**src/idr_defines.svh**
```systemverilog
`ifndef IDR_DEFINES_SVH
`define IDR_DEFINES_SVH

// ==========================================================
// Register byte offsets
`define IDR_OFF_CMD    8'h00
`define IDR_OFF_STAT   8'h04
`define IDR_OFF_ERR    8'h08
`define IDR_OFF_DATA   8'h0C
`define IDR_OFF_CYL    8'h10
`define IDR_OFF_HEAD   8'h14
`define IDR_OFF_SPT    8'h18
`define IDR_OFF_LONG   8'h1C
`define IDR_OFF_MULT   8'h20
`define IDR_OFF_CFG    8'h24
`define IDR_OFF_CAP    8'h28
`define IDR_OFF_STRWR  8'h2C

// ==========================================================
// Command codes
`define IDR_CMD_FMT    8'h50
`define IDR_CMD_IDENT  8'hEC

// ==========================================================
// Status and error bit positions
`define IDR_ST_BSY     7
`define IDR_ST_DEVICE_READY_FLAG    6
`define IDR_ST_DF      5
`define IDR_ST_DRQ     3
`define IDR_ST_ERR     0
`define IDR_ER_ABORTED_COMMAND_ERROR    2

// ==========================================================
// Configuration bits and their places in word 0
`define IDR_CFG_PKT    0
`define IDR_CFG_REM    1
`define IDR_CFG_FIX    2
`define IDR_W0_PKT     15
`define IDR_W0_REM     7
`define IDR_W0_FIX     6

// ==========================================================
// Reset values of the host-written parameters
`define IDR_MULT_RST   16'h0001
`define IDR_CFG_RST    3'h4

// ==========================================================
// Identification word indices
`define IDR_W_CFG      8'h00
`define IDR_W_CYL      8'h01
`define IDR_W_HEAD     8'h03
`define IDR_W_SPT      8'h06
`define IDR_W_SER_LO   8'h0A
`define IDR_W_SER_HI   8'h13
`define IDR_W_LONG     8'h16
`define IDR_W_FW_LO    8'h17
`define IDR_W_FW_HI    8'h1A
`define IDR_W_MOD_LO   8'h1B
`define IDR_W_MOD_HI   8'h2E
`define IDR_W_MULT     8'h2F
`define IDR_W_CAP_LO   8'h39
`define IDR_W_CAP_HI   8'h3A
`define IDR_W_LAST     8'hFF

// ==========================================================
// String store layout
`define IDR_STR_DEPTH  34
`define IDR_STR_FW     6'h0A
`define IDR_STR_MOD    6'h0E
`define IDR_STR_FILL   16'h2020

// ==========================================================
// Timing
`define IDR_CLK_NS     5
`define IDR_PREP_NS    100
`define IDR_PREP_CYC \
  ((`IDR_PREP_NS + `IDR_CLK_NS - 1) / `IDR_CLK_NS)

`endif

```
**src/idr_pkg.sv**
```systemverilog
package idr_pkg;

  // ==========================================================
  // Command engine states
  typedef enum logic [2:0] {
    IDR_IDLE = 3'b001,
    IDR_BUSY = 3'b010,
    IDR_XFER = 3'b100
  } idr_state_t;

endpackage : idr_pkg

```
**src/idr_strram.sv**
```systemverilog
`timescale 1ns/1ps
`include "idr_defines.svh"

module idr_strram #(
  parameter int DEPTH = `IDR_STR_DEPTH,
  parameter int AW = 6
) (
  input wire logic clk,
  input wire logic rst,
  input wire logic we,
  input wire logic [AW-1:0] waddr,
  input wire logic [15:0] wdata,
  input wire logic [AW-1:0] raddr,
  output logic [15:0] rdata
);

  logic [15:0] mem [DEPTH];

  // ==========================================================
  // Storage, filled with blanks at reset
  always_ff @(posedge clk) begin
    if (rst) begin
      for (int i = 0; i < DEPTH; i++) begin
        mem[i] <= `IDR_STR_FILL;
      end
    end else if (we && (int'(waddr) < DEPTH)) begin
      mem[waddr] <= wdata;
    end
  end

  always_comb begin
    rdata = (int'(raddr) < DEPTH) ? mem[raddr] : 16'h0000;
  end

endmodule : idr_strram

```
**src/idr_top.sv**
```systemverilog
`timescale 1ns/1ps
`include "idr_defines.svh"

// How it works
// - Format-track command 50h ends with aborted-command error set.
// - Identify command ECh is supported, PIO data-in, no parameters.
// - Identify sets busy, prepares 256 words, then data request, interrupt.
// - Reserved bits and words of the block read zero.
// - Flag word bit n appears on data line n.
// - Numeric words put their MSB on line 15, LSB on line 0.
// - 32-bit values go low half first, high half second.
// - Strings pack two chars per word, earlier char on lines 15:8.
// - Word 0 bits 15, 7, 6: packet device, removable, fixed.
// - Words 1, 3, 6 hold cylinders, heads, sectors per track.
// - Words 10-19 serial, 23-26 firmware, 27-46 model strings.
// - Word 22 gives extra bytes for long read and write.
// - Word 47 low byte is max sectors per interrupt, high vendor.
// - Identify never reports an error.
module idr_top #(
  parameter int PREP_CYC = `IDR_PREP_CYC
) (
  input wire logic CLK,
  input wire logic RST,
  input wire logic PSEL,
  input wire logic PENABLE,
  input wire logic PWRITE,
  input wire logic [7:0] PADDR,
  input wire logic [31:0] PWDATA,
  output logic [31:0] PRDATA,
  output logic PREADY,
  output logic PSLVERR,
  output logic INTRQ
);

  localparam int PREP_D = PREP_CYC;

  idr_pkg::idr_state_t state_r, state_nxt;
  logic [7:0] prep_r, prep_nxt;
  logic [7:0] widx_r, widx_nxt;
  logic intrq_r, intrq_nxt;
  logic err_r, err_nxt;
  logic aborted_command_error_r, aborted_command_error_nxt;
  logic [15:0] cyl_r, cyl_nxt;
  logic [15:0] head_r, head_nxt;
  logic [15:0] spt_r, spt_nxt;
  logic [15:0] long_r, long_nxt;
  logic [15:0] mult_r, mult_nxt;
  logic [2:0] cfg_r, cfg_nxt;
  logic [31:0] cap_r, cap_nxt;
  logic [31:0] prdata_r, prdata_nxt;
  logic pready_r, pready_nxt;
  logic pslverr_r, pslverr_nxt;

  logic setup, acc, wr, rd;
  logic cmd_wr, stat_rd, pop;
  logic mapped;
  logic busy_flag, data_request_flag, device_ready_flag;
  logic device_fault_flag;
  logic [7:0] stat_byte;
  logic [15:0] word;
  logic [5:0] str_raddr;
  logic [15:0] str_rdata;
  logic str_we;

  // ==========================================================
  // Bus decode
  assign setup = PSEL & ~PENABLE;
  assign acc = PSEL & PENABLE & pready_r;
  assign wr = acc & PWRITE;
  assign rd = acc & ~PWRITE;
  assign cmd_wr = wr & (PADDR == `IDR_OFF_CMD);
  assign stat_rd = rd & (PADDR == `IDR_OFF_STAT);
  assign pop = rd & (PADDR == `IDR_OFF_DATA) & data_request_flag;
  assign str_we = wr & (PADDR == `IDR_OFF_STRWR);

  always_comb begin
    case (PADDR)
      `IDR_OFF_CMD, `IDR_OFF_STAT, `IDR_OFF_ERR, `IDR_OFF_DATA,
      `IDR_OFF_CYL, `IDR_OFF_HEAD, `IDR_OFF_SPT, `IDR_OFF_LONG,
      `IDR_OFF_MULT, `IDR_OFF_CFG, `IDR_OFF_CAP,
      `IDR_OFF_STRWR: mapped = 1'b1;
      default: mapped = 1'b0;
    endcase
  end

  // ==========================================================
  // Status flags
  assign busy_flag = (state_r == idr_pkg::IDR_BUSY);
  assign data_request_flag = (state_r == idr_pkg::IDR_XFER);
  assign device_ready_flag = ~busy_flag;
  assign device_fault_flag = 1'b0;

  always_comb begin
    stat_byte = 8'h00;
    stat_byte[`IDR_ST_BSY] = busy_flag;
    stat_byte[`IDR_ST_DEVICE_READY_FLAG] = device_ready_flag;
    stat_byte[`IDR_ST_DF] = device_fault_flag;
    stat_byte[`IDR_ST_DRQ] = data_request_flag;
    stat_byte[`IDR_ST_ERR] = err_r;
  end

  // ==========================================================
  // String store
  idr_strram #(
    .DEPTH(`IDR_STR_DEPTH),
    .AW(6)
  ) u_str (
    .clk(CLK),
    .rst(RST),
    .we(str_we),
    .waddr(PWDATA[21:16]),
    .wdata({PWDATA[7:0], PWDATA[15:8]}),
    .raddr(str_raddr),
    .rdata(str_rdata)
  );

  // ==========================================================
  // Identification word builder
  always_comb begin
    word = 16'h0000;
    str_raddr = 6'h00;
    if (widx_r == `IDR_W_CFG) begin
      word[`IDR_W0_PKT] = cfg_r[`IDR_CFG_PKT];
      word[`IDR_W0_REM] = cfg_r[`IDR_CFG_REM];
      word[`IDR_W0_FIX] = cfg_r[`IDR_CFG_FIX];
    end else if (widx_r == `IDR_W_CYL) begin
      word = cyl_r;
    end else if (widx_r == `IDR_W_HEAD) begin
      word = head_r;
    end else if (widx_r == `IDR_W_SPT) begin
      word = spt_r;
    end else if (widx_r == `IDR_W_LONG) begin
      word = long_r;
    end else if (widx_r == `IDR_W_MULT) begin
      word = mult_r;
    end else if (widx_r == `IDR_W_CAP_LO) begin
      word = cap_r[15:0];
    end else if (widx_r == `IDR_W_CAP_HI) begin
      word = cap_r[31:16];
    end else if (widx_r >= `IDR_W_SER_LO && widx_r <= `IDR_W_SER_HI) begin
      str_raddr = 6'(widx_r - `IDR_W_SER_LO);
      word = str_rdata;
    end else if (widx_r >= `IDR_W_FW_LO && widx_r <= `IDR_W_FW_HI) begin
      str_raddr = 6'(widx_r - `IDR_W_FW_LO) + `IDR_STR_FW;
      word = str_rdata;
    end else if (widx_r >= `IDR_W_MOD_LO && widx_r <= `IDR_W_MOD_HI) begin
      str_raddr = 6'(widx_r - `IDR_W_MOD_LO) + `IDR_STR_MOD;
      word = str_rdata;
    end
  end

  // ==========================================================
  // Next state
  always_comb begin
    state_nxt = state_r;
    prep_nxt = prep_r;
    widx_nxt = widx_r;
    intrq_nxt = intrq_r;
    err_nxt = err_r;
    aborted_command_error_nxt = aborted_command_error_r;
    cyl_nxt = cyl_r;
    head_nxt = head_r;
    spt_nxt = spt_r;
    long_nxt = long_r;
    mult_nxt = mult_r;
    cfg_nxt = cfg_r;
    cap_nxt = cap_r;
    pready_nxt = setup;
    pslverr_nxt = setup & ~mapped;
    prdata_nxt = prdata_r;
    // Read data captured in setup phase
    if (setup) begin
      case (PADDR)
        `IDR_OFF_STAT: prdata_nxt = {24'h000000, stat_byte};
        `IDR_OFF_ERR: prdata_nxt = {29'h00000000, aborted_command_error_r, 2'h0};
        `IDR_OFF_DATA:
          prdata_nxt = data_request_flag ? {16'h0000, word} : 32'h0;
        `IDR_OFF_CYL: prdata_nxt = {16'h0000, cyl_r};
        `IDR_OFF_HEAD: prdata_nxt = {16'h0000, head_r};
        `IDR_OFF_SPT: prdata_nxt = {16'h0000, spt_r};
        `IDR_OFF_LONG: prdata_nxt = {16'h0000, long_r};
        `IDR_OFF_MULT: prdata_nxt = {16'h0000, mult_r};
        `IDR_OFF_CFG: prdata_nxt = {29'h00000000, cfg_r};
        `IDR_OFF_CAP: prdata_nxt = cap_r;
        default: prdata_nxt = 32'h00000000;
      endcase
    end
    if (wr) begin
      case (PADDR)
        `IDR_OFF_CYL: cyl_nxt = PWDATA[15:0];
        `IDR_OFF_HEAD: head_nxt = PWDATA[15:0];
        `IDR_OFF_SPT: spt_nxt = PWDATA[15:0];
        `IDR_OFF_LONG: long_nxt = PWDATA[15:0];
        `IDR_OFF_MULT: mult_nxt = PWDATA[15:0];
        `IDR_OFF_CFG: cfg_nxt = PWDATA[2:0];
        `IDR_OFF_CAP: cap_nxt = PWDATA;
        default: cfg_nxt = cfg_r;
      endcase
    end
    // Status read acknowledges; any set below wins
    if (stat_rd) begin
      intrq_nxt = 1'b0;
    end
    case (state_r)
      idr_pkg::IDR_IDLE: begin
        if (cmd_wr) begin
          if (PWDATA[7:0] == `IDR_CMD_IDENT) begin
            state_nxt = idr_pkg::IDR_BUSY;
            prep_nxt = 8'(PREP_CYC - 1);
            widx_nxt = 8'h00;
            err_nxt = 1'b0;
            aborted_command_error_nxt = 1'b0;
            intrq_nxt = 1'b0;
          end else begin
            // Format track and unknown codes abort
            err_nxt = 1'b1;
            aborted_command_error_nxt = 1'b1;
            intrq_nxt = 1'b1;
          end
        end
      end
      idr_pkg::IDR_BUSY: begin
        if (prep_r == 8'h00) begin
          state_nxt = idr_pkg::IDR_XFER;
          intrq_nxt = 1'b1;
        end else begin
          prep_nxt = prep_r - 8'h01;
        end
      end
      idr_pkg::IDR_XFER: begin
        if (pop) begin
          widx_nxt = widx_r + 8'h01;
          if (widx_r == `IDR_W_LAST) begin
            state_nxt = idr_pkg::IDR_IDLE;
          end
        end
      end
      default: state_nxt = idr_pkg::IDR_IDLE;
    endcase
  end

  // ==========================================================
  // Registers
  always_ff @(posedge CLK) begin
    if (RST) begin
      state_r <= idr_pkg::IDR_IDLE;
      prep_r <= 8'h00;
      widx_r <= 8'h00;
      intrq_r <= 1'b0;
      err_r <= 1'b0;
      aborted_command_error_r <= 1'b0;
      cyl_r <= 16'h0000;
      head_r <= 16'h0000;
      spt_r <= 16'h0000;
      long_r <= 16'h0000;
      mult_r <= `IDR_MULT_RST;
      cfg_r <= `IDR_CFG_RST;
      cap_r <= 32'h00000000;
      prdata_r <= 32'h00000000;
      pready_r <= 1'b0;
      pslverr_r <= 1'b0;
    end else begin
      state_r <= state_nxt;
      prep_r <= prep_nxt;
      widx_r <= widx_nxt;
      intrq_r <= intrq_nxt;
      err_r <= err_nxt;
      aborted_command_error_r <= aborted_command_error_nxt;
      cyl_r <= cyl_nxt;
      head_r <= head_nxt;
      spt_r <= spt_nxt;
      long_r <= long_nxt;
      mult_r <= mult_nxt;
      cfg_r <= cfg_nxt;
      cap_r <= cap_nxt;
      prdata_r <= prdata_nxt;
      pready_r <= pready_nxt;
      pslverr_r <= pslverr_nxt;
    end
  end

  assign PRDATA = prdata_r;
  assign PREADY = pready_r;
  assign PSLVERR = pslverr_r;
  assign INTRQ = intrq_r;
endmodule : idr_top

```
**config.mk**
```make
export PLATFORM = sky130hd
export DESIGN_NAME = idr_top
export DESIGN_NICKNAME = d
export VERILOG_FILES = /design/src/idr_pkg.sv /design/src/idr_strram.sv /design/src/idr_top.sv
export VERILOG_INCLUDE_DIRS = /design/src
export SDC_FILE = /design/constraint.sdc
export NUM_CORES = 2
export LEC_CHECK = 0
export BUFFER_PORTS_ARGS = -buffer_cell sky130_fd_sc_hd__buf_2
export CORE_UTILIZATION = 44
export DETAILED_ROUTE_END_ITERATION = 6
export PLACE_DENSITY = 0.56
export SLEW_MARGIN = 25
export SYNTH_ARGS = -nofsm -noshare
export SYNTH_HDL_FRONTEND = slang
export SYNTH_SLANG_ARGS = --single-unit
```
**constraint.sdc**
```tcl
create_clock -name CLK -period 10.33 [get_ports CLK]
set_input_delay 0.5165 -clock CLK [delete_from_list [all_inputs] [get_ports CLK]]
set_output_delay 0.5165 -clock CLK [all_outputs]
set_load 0.02 [all_outputs]
```
# Word level (Yosys, flattened, before mapping)

Memory sizes are Yosys's and may differ from the RTL's.
Cells that the tools add are included.

Flip-flop bits (word level): 170
Latch bits: 0
Memory bits (writable): 544
ROM bits: 0
Input bits: 45
Output and inout bits: 35
Word-level logic and storage cells: 153
Memories kept: 1

Memory list:

| memory    | words | bits a word | rd ports | clocked after Yosys merged registers in | write ports | RTL line         | text |
|---|---|---|---|---|---|---|---|
| u_str.mem | 34    | 16          | 1        | 0                                       | 34          | idr_strram.sv:17 | `logic [15:0] mem [DEPTH];` |

Add/subtract/negate cells: 7
Multipliers: 0
Divide/modulo/power cells: 0
$lt $le $gt $ge: 8
Equal/unequal tests: 29
Shift operators: 0
Multiplexer cells: 56
Bitwise operators: 15
Reduce and logical (&&, ||, !) cells: 22

Operators by type and width:

| kind                  | count |
|---|---|
| $pmux W32 S10         | 1 |
| $mux W16              | 13 |
| $mux W6               | 13 |
| $eq A8 B6 Y1 const B  | 7 |
| $mux W8               | 6 |
| $eq A8 B5 Y1 const B  | 5 |
| $pmux W8 S2           | 2 |
| $logic_not A8 Y1      | 3 |
| $eq A8 B3 Y1 const B  | 2 |
| $eq A8 B4 Y1 const B  | 2 |
| $eq A8 B8 Y1 const B  | 2 |
| $ge A8 B5 Y1 const B  | 2 |
| $le A8 B5 Y1 const B  | 2 |
| $reduce_and A2 Y1     | 8 |
| $reduce_or A16 Y1     | 1 |
| $mux W3               | 5 |
| $add A6 B4 Y6 const B | 2 |
| $lt A6 B6 Y1 const B  | 2 |
| $mux W1               | 12 |
| $reduce_or A12 Y1     | 1 |
| $sub A6 B5 Y6 const B | 2 |
| $and A1 B1 Y1         | 11 |
| $pmux W3 S3           | 1 |
| $add A8 B1 Y8 const B | 1 |
| other kinds (19)      | 31 |

# Depth between registers and ports, before layout

Word-level depth: 28
Depth in mapped cells: 16
Mapped depth without buffers: 11

# By module

From an unflattened synthesis, not the netlist that was laid out.

Cell total of the unflattened synthesis: 2,959
Area, all modules: 34,495.6 um2

By module, submodules not included:

| module     | times used | cells each | area each (um2) | sequential area each (um2) |
|---|---|---|---|---|
| idr_strram | 1          | 1,752      | 25,235.5        | 17,296.6 |
| idr_top    | 1          | 1,207      | 9,260.1         | 3,403.3 |

# Least setup slack after synthesis

No wires, ideal clock.

Kind: register -> register
Start point: register widx_r[0]
End point: register prdata_r[12] (netlist: PRDATA[12])
Setup time: 0.122 ns
Data arrival time: 3.193 ns
Data required time: 10.208 ns
Setup slack: 7.015 ns
Stages on the path, launching flop included: 14
Buffers on the path: 2
Clock period less this slack: 3.315 ns
Path through: dfxtp_1 inv_1 ha_1 o31a_1 o211ai_1 buf_2 mux2i_1 nand3_2 buf_2 a221oi_1 o21ai_0 a32o_1 a211oi_1 o31ai_1

Longest elaborated chain between the ends: 28
Elaborated cells between the ends (all ways): 49
Classes of those cells: add/sub: 5; order compare: 7; eq/ne: 7; mux: 25; reduce/logical: 4; memory: 1

RTL lines:

| what                                                           | RTL line       | text |
|---|---|---|
| start: declaration                                             | idr_top.sv:39  | `logic [7:0] widx_r, widx_nxt;` |
| start signal: assignment                                       | idr_top.sv:265 | `widx_r <= widx_nxt;` |
| $sub A6 B5 Y6 (no line), or another cell as far along          | n/a            |  |
| $add A6 B4 Y6 (no line) or $logic_and A1 B1 Y1 (tied branches) | n/a            |  |
| $mux W6                                                        | idr_top.sv:146 | `` end else if (widx_r >= `IDR_W_MOD_LO && widx_r <= `IDR_W_MOD_HI) begin `` |
| $mux W6                                                        | idr_top.sv:143 | `` end else if (widx_r >= `IDR_W_FW_LO && widx_r <= `IDR_W_FW_HI) begin `` |
| $mux W6                                                        | idr_top.sv:140 | `` end else if (widx_r >= `IDR_W_SER_LO && widx_r <= `IDR_W_SER_HI) begin `` |
| $mux W6                                                        | idr_top.sv:138 | `` end else if (widx_r == `IDR_W_CAP_HI) begin `` |
| $mux W6                                                        | idr_top.sv:136 | `` end else if (widx_r == `IDR_W_CAP_LO) begin `` |
| $mux W6                                                        | idr_top.sv:134 | `` end else if (widx_r == `IDR_W_MULT) begin `` |
| [... 12 more ...]                                              | n/a            |  |
| $mux W16                                                       | idr_top.sv:134 |  |
| $mux W16                                                       | idr_top.sv:132 | `` end else if (widx_r == `IDR_W_LONG) begin `` |
| $mux W16                                                       | idr_top.sv:130 | `` end else if (widx_r == `IDR_W_SPT) begin `` |
| $mux W16                                                       | idr_top.sv:128 | `` end else if (widx_r == `IDR_W_HEAD) begin `` |
| $mux W16                                                       | idr_top.sv:126 | `` end else if (widx_r == `IDR_W_CYL) begin `` |
| $mux W7 (*)                                                    | idr_top.sv:122 | `` if (widx_r == `IDR_W_CFG) begin `` |
| $mux W16 (*)                                                   | idr_top.sv:177 | `prdata_nxt = data_request_flag ? {16'h0000, word} : 32'h0;` |
| $pmux W32 S10 (*)                                              | idr_top.sv:173 | `case (PADDR)` |
| end signal: assignment                                         | idr_top.sv:276 | `prdata_r <= prdata_nxt;` |
| end: declaration                                               | idr_top.sv:50  | `logic [31:0] prdata_r, prdata_nxt;` |

Mark *: on every way between the ends. The rest lies on a longest branch, timed or not.
A chain may end at the register's enable or synchronous reset.

# Final worst setup path

Start point: register widx_r[1]
End point: register prdata_r[4] (netlist: PRDATA[4])

Longest elaborated chain between the ends: 28
Elaborated cells between the ends (all ways): 49
Classes of those cells: add/sub: 5; order compare: 7; eq/ne: 7; mux: 25; reduce/logical: 4; memory: 1

RTL lines:

| what                                                           | RTL line |
|---|---|
| $sub A6 B5 Y6 (no line), or another cell as far along          | n/a |
| $add A6 B4 Y6 (no line) or $logic_and A1 B1 Y1 (tied branches) | n/a |
| $mux W6                                                        | idr_top.sv:146 |
| $mux W6                                                        | idr_top.sv:143 |
| $mux W6                                                        | idr_top.sv:140 |
| $mux W6                                                        | idr_top.sv:138 |
| $mux W6                                                        | idr_top.sv:136 |
| $mux W6                                                        | idr_top.sv:134 |
| [... 12 more ...]                                              | n/a |
| $mux W16                                                       | idr_top.sv:134 |
| $mux W16                                                       | idr_top.sv:132 |
| $mux W16                                                       | idr_top.sv:130 |
| $mux W16                                                       | idr_top.sv:128 |
| $mux W16                                                       | idr_top.sv:126 |
| $mux W6 (*)                                                    | idr_top.sv:122 |
| $mux W16 (*)                                                   | idr_top.sv:177 |
| $pmux W32 S10 (*)                                              | idr_top.sv:173 |

Marked as above.

==> flow_summary.toml <==
[power_and_ir_drop]
irDropWorstVdd_v = 0.000131
comb_power_share_pct = 2.3
switching_power_mw = 1.54
cell_internal_pwr_mw = 5.56
p_per_area_nw_per_um2 = 166
fin_total_pwr_mw = 7.10
pwr-share-clk_pct = 45.8
leakage_nw = 14.4
p_seq_share_pct = 51.9
swShare_pct = 21.6

[drt]
firstDrtPassIters = 7
wl_per_cell_um = 29.3
vias = 30399
drtIter0Drc = 4532
drt_wl_total_um = 144000
viasPerCell = 6.20
drc = 5
ant_nets = 0

[floorplanning]
rows = 107
dieArea_um2 = 87100
initial_core_util_pct = 44.4
fp.dieH_um = 295
num_io_pins = 80
die_w_um = 295
coreArea_um2 = 85100

[worst_setup_path]
crit_start = "widx_r[1]"
arrival_ns = 6.36
rr_startpoint = "widx_r[1]"
worst_r2r_path_depth = 13
path_class = "reg -> reg"
reg2reg_to = "PRDATA[4]"
r2r_slack_ns = 4.53
critical_path_required_ns = 10.89
cp_max_fo = 126
crit_end = "PRDATA[4]"
crit_path_end_kind = "flop"
crit_path_start_kind = "flop"

[yosys]
synth-edff-count = 660
syn_area_per_cell_um2 = 10.5
seq_area_frac_synth_pct = 61.4
synth_area_um2 = 37800
synth_top_family_by_area = "simple AND/OR/NAND/NOR gates"
synth_mux_area_share_pct = 3.36
synth-xor-area-share_pct = 0.347
synthSimpleGateAreaFrac_pct = 17.8
ys_seq_elements = 830
yosys.area_share.adder_pct = 0.364
synthDistinctLibCells = 103
ys_async_sr_fraction_pct = 0
ys_warn_count = 0
synth-compound-area-share_pct = 13.2
ys.flop_type = "edfxtp_1"
synth_cells = 3596

[global_routing]
overflow = 0
grt_pass1_wl_um = 203000
antenna_found_initial = 3
grt_pass1_vias = 27580
grt_usage_pct = 32.4
grt_max_degree = 127

[clock_tree]
ctsHoldBuffers = 0
cts_buffer_depth = 3
numCtsBuffers = 94
root_buffer = "clkbuf_16"
cts_setup_buffers = 0
clkSinkCount = 830
clk_pin_slew_ns = 0.06
cts_max_level = 3
clk_latency_ns = 0.66
ctsResizeCount = 0
cts_tree = "done"

[sta]
fmax_mhz = 172
drv_slew = 0
min_period_ns = 5.80
slew-limit-headroom_pct = 22.4
fin_crit_sh_pct = 56.2
timing.hold.ws_ns = 0.0839
fin_skew_ns = 0.0270
setup_ws_ns = 4.53
hold_viol = 0
finalSetupViolCount = 0
rsz0062_at_grt = "no"
tns_ns = 0
worstMarginPinSlew_ns = 1.16

[final_layout]
fin_area_um2 = 42700
mostFrequentLayoutCells = "660 x edfxtp_1, 638 x nand2_1, 603 x nor2_1"
layout_commonest_cell = "edfxtp_1"
layout-drive-gt1-share_pct = 10.0
final_net_count = 3738
area_growth_pct = 12.8

[place]
dpl_worst_slack_ns = 4.70
portBuffers = 79
placed_cell_area_um2 = 39700
dp_hpwl_um = 92600
finalWeightedCongestion = 0.977

[outcome]
violations = "DRC"
status = "finished with violations"

[run]
cap_violations = 0

[worst_hold_path]
worstHoldPathType = "in -> reg"
-- cells in the mapped netlist (6+ instances only) --
| master | n | area [um^2] |
|---|---|---|
| edfxtp_1 | 660 | 19800 |
| nor2_1 | 608 | 2280 |
| buf_2 | 61 | 305 |
| clkbuf_1 | 212 | 796 |
| xnor2_1 | 6 | 52.6 |
| a221o_1 | 7 | 70.1 |
| buf_4 | 10 | 75.1 |
| a221oi_1 | 70 | 613 |
| nand3_1 | 96 | 480 |
| nor4_1 | 11 | 68.8 |
| a22oi_1 | 65 | 488 |
| a21oi_1 | 192 | 961 |
| o22ai_1 | 18 | 113 |
| nand2_1 | 641 | 2410 |
| and2_1 | 13 | 81.3 |
| a311oi_1 | 9 | 78.8 |
| a31oi_1 | 51 | 319 |
| nor2b_1 | 8 | 50.1 |
| ha_1 | 11 | 138 |
| nand2b_1 | 38 | 238 |
| and3_1 | 40 | 250 |
| nand4_1 | 37 | 231 |
| o21ai_1 | 17 | 85.1 |
| mux2_2 | 13 | 146 |
| o31ai_1 | 11 | 82.6 |
| xor2_1 | 9 | 78.8 |
| o21ai_0 | 91 | 455 |
| nor3_1 | 20 | 100 |
| o221ai_1 | 15 | 131 |
| mux2i_1 | 111 | 1110 |
| inv_1 | 26 | 97.6 |
| o211ai_1 | 15 | 113 |
| dfxtp_1 | 170 | 3400 |
| a211oi_1 | 30 | 225 |
| a222oi_1 | 21 | 210 |
| a22o_1 | 11 | 96.3 |
| a21o_1 | 6 | 45.0 |
| buf_1 | 11 | 41.3 |
| or3_1 | 9 | 56.3 |
| o2111ai_1 | 7 | 61.3 |
| a32oi_1 | 12 | 105 |
-- state kept, by name (all words and copies together) (netlist names), 3 cells and up --
signal and count:
mult_r 16, state_r 3, cfg_r 3, long_r 16
head_r 16, prep_r 8, cap_r 32, PRDATA 32
widx_r 8, spt_r 16, u_str.mem 660, cyl_r 16
-- cells by family (layout without fill, tap and decap cells) --
family,count (synthesis),in the layout
XOR/XNOR,15,15
adder cells (fa/ha/maj),11,11
other,1,117
flip-flops,830,830
AND/OR/NAND/NOR,1570,1570
AO/OA/AOI/OAI,721,721
multiplexers,125,125
buffers and inverters,323,371
-- per-stage QoR --
| step | std cells | util [%] |
|---|---|---|
| 4_1_cts | 4901 | 50.1 |
| 5_1_grt | 4904 | 50.1 |
| 6_report | 4904 | 50.1 |
| 3_5_place_dp | 4728 | 46.6 |
| 2_1_floorplan | 3711 | - |
| 3_3_place_gp | 4728 | 46.6 |
-- layout make-up --
cell class	count	area [um^2]
clock buffer	142	2690
inverter	27	101
tap	1144	1430
antenna	1	2.50
fill	7836	42500
clock inverter	31	249
sequential	830	23200
multi-input combinational	2558	13800
timing repair buffer	171	1140
-- power groups by stage --
stage,Sequential (mW),Clock (mW),Combinational (mW)
6_report,3.68,3.25,0.164
5_1_grt,3.69,3.40,0.173
4_1_cts,3.68,3.27,0.159
3_5_place_dp,3.75,0,0.159
3_3_place_gp,3.75,0,0.158
2_1_floorplan,3.74,0,0.0881
-- worst max-delay path, stage by stage, from the launching register on --
cell,delay [ns]
dfxtp_1,0.69
inv_1,0.26
ha_1,0.39
and3b_1,0.25
o2111ai_2,0.37
nand3_2,0.12
buf_4,0.30
nor2_4,0.29
buf_12,0.53
buf_4,0.62
a21oi_1,0.07
o311ai_0,0.83
nand3_1,0.44
a31o_2,0.36
-- metal layers --
layer / vias to the layer above / wire [um] / GRT usage [%]
met3: 388 / 15800 / 6.22
met5: - / 0 / 0
li1: 13147 / - / -
met4: 0 / 8230 / 16.5
met2: 1972 / 63000 / 48.7
met1: 14892 / 56600 / 44.8
-- how the worst min path moves through the flow --
stage	startpoint	to	slack, ns	cells past startpoint
finish	PWDATA[24]	cap_r[24]	0.08	3
global route	PWDATA[23]	cap_r[23]	0.1	3
CTS	PWDATA[30]	cap_r[30]	0.07	3
detailed placement	cyl_r[2]	cyl_r[2]	0.46	2
global placement	cyl_r[2]	cyl_r[2]	0.45	2
floorplan	cyl_r[2]	cyl_r[2]	0.44	2
(Power assumes the default switching activity.)
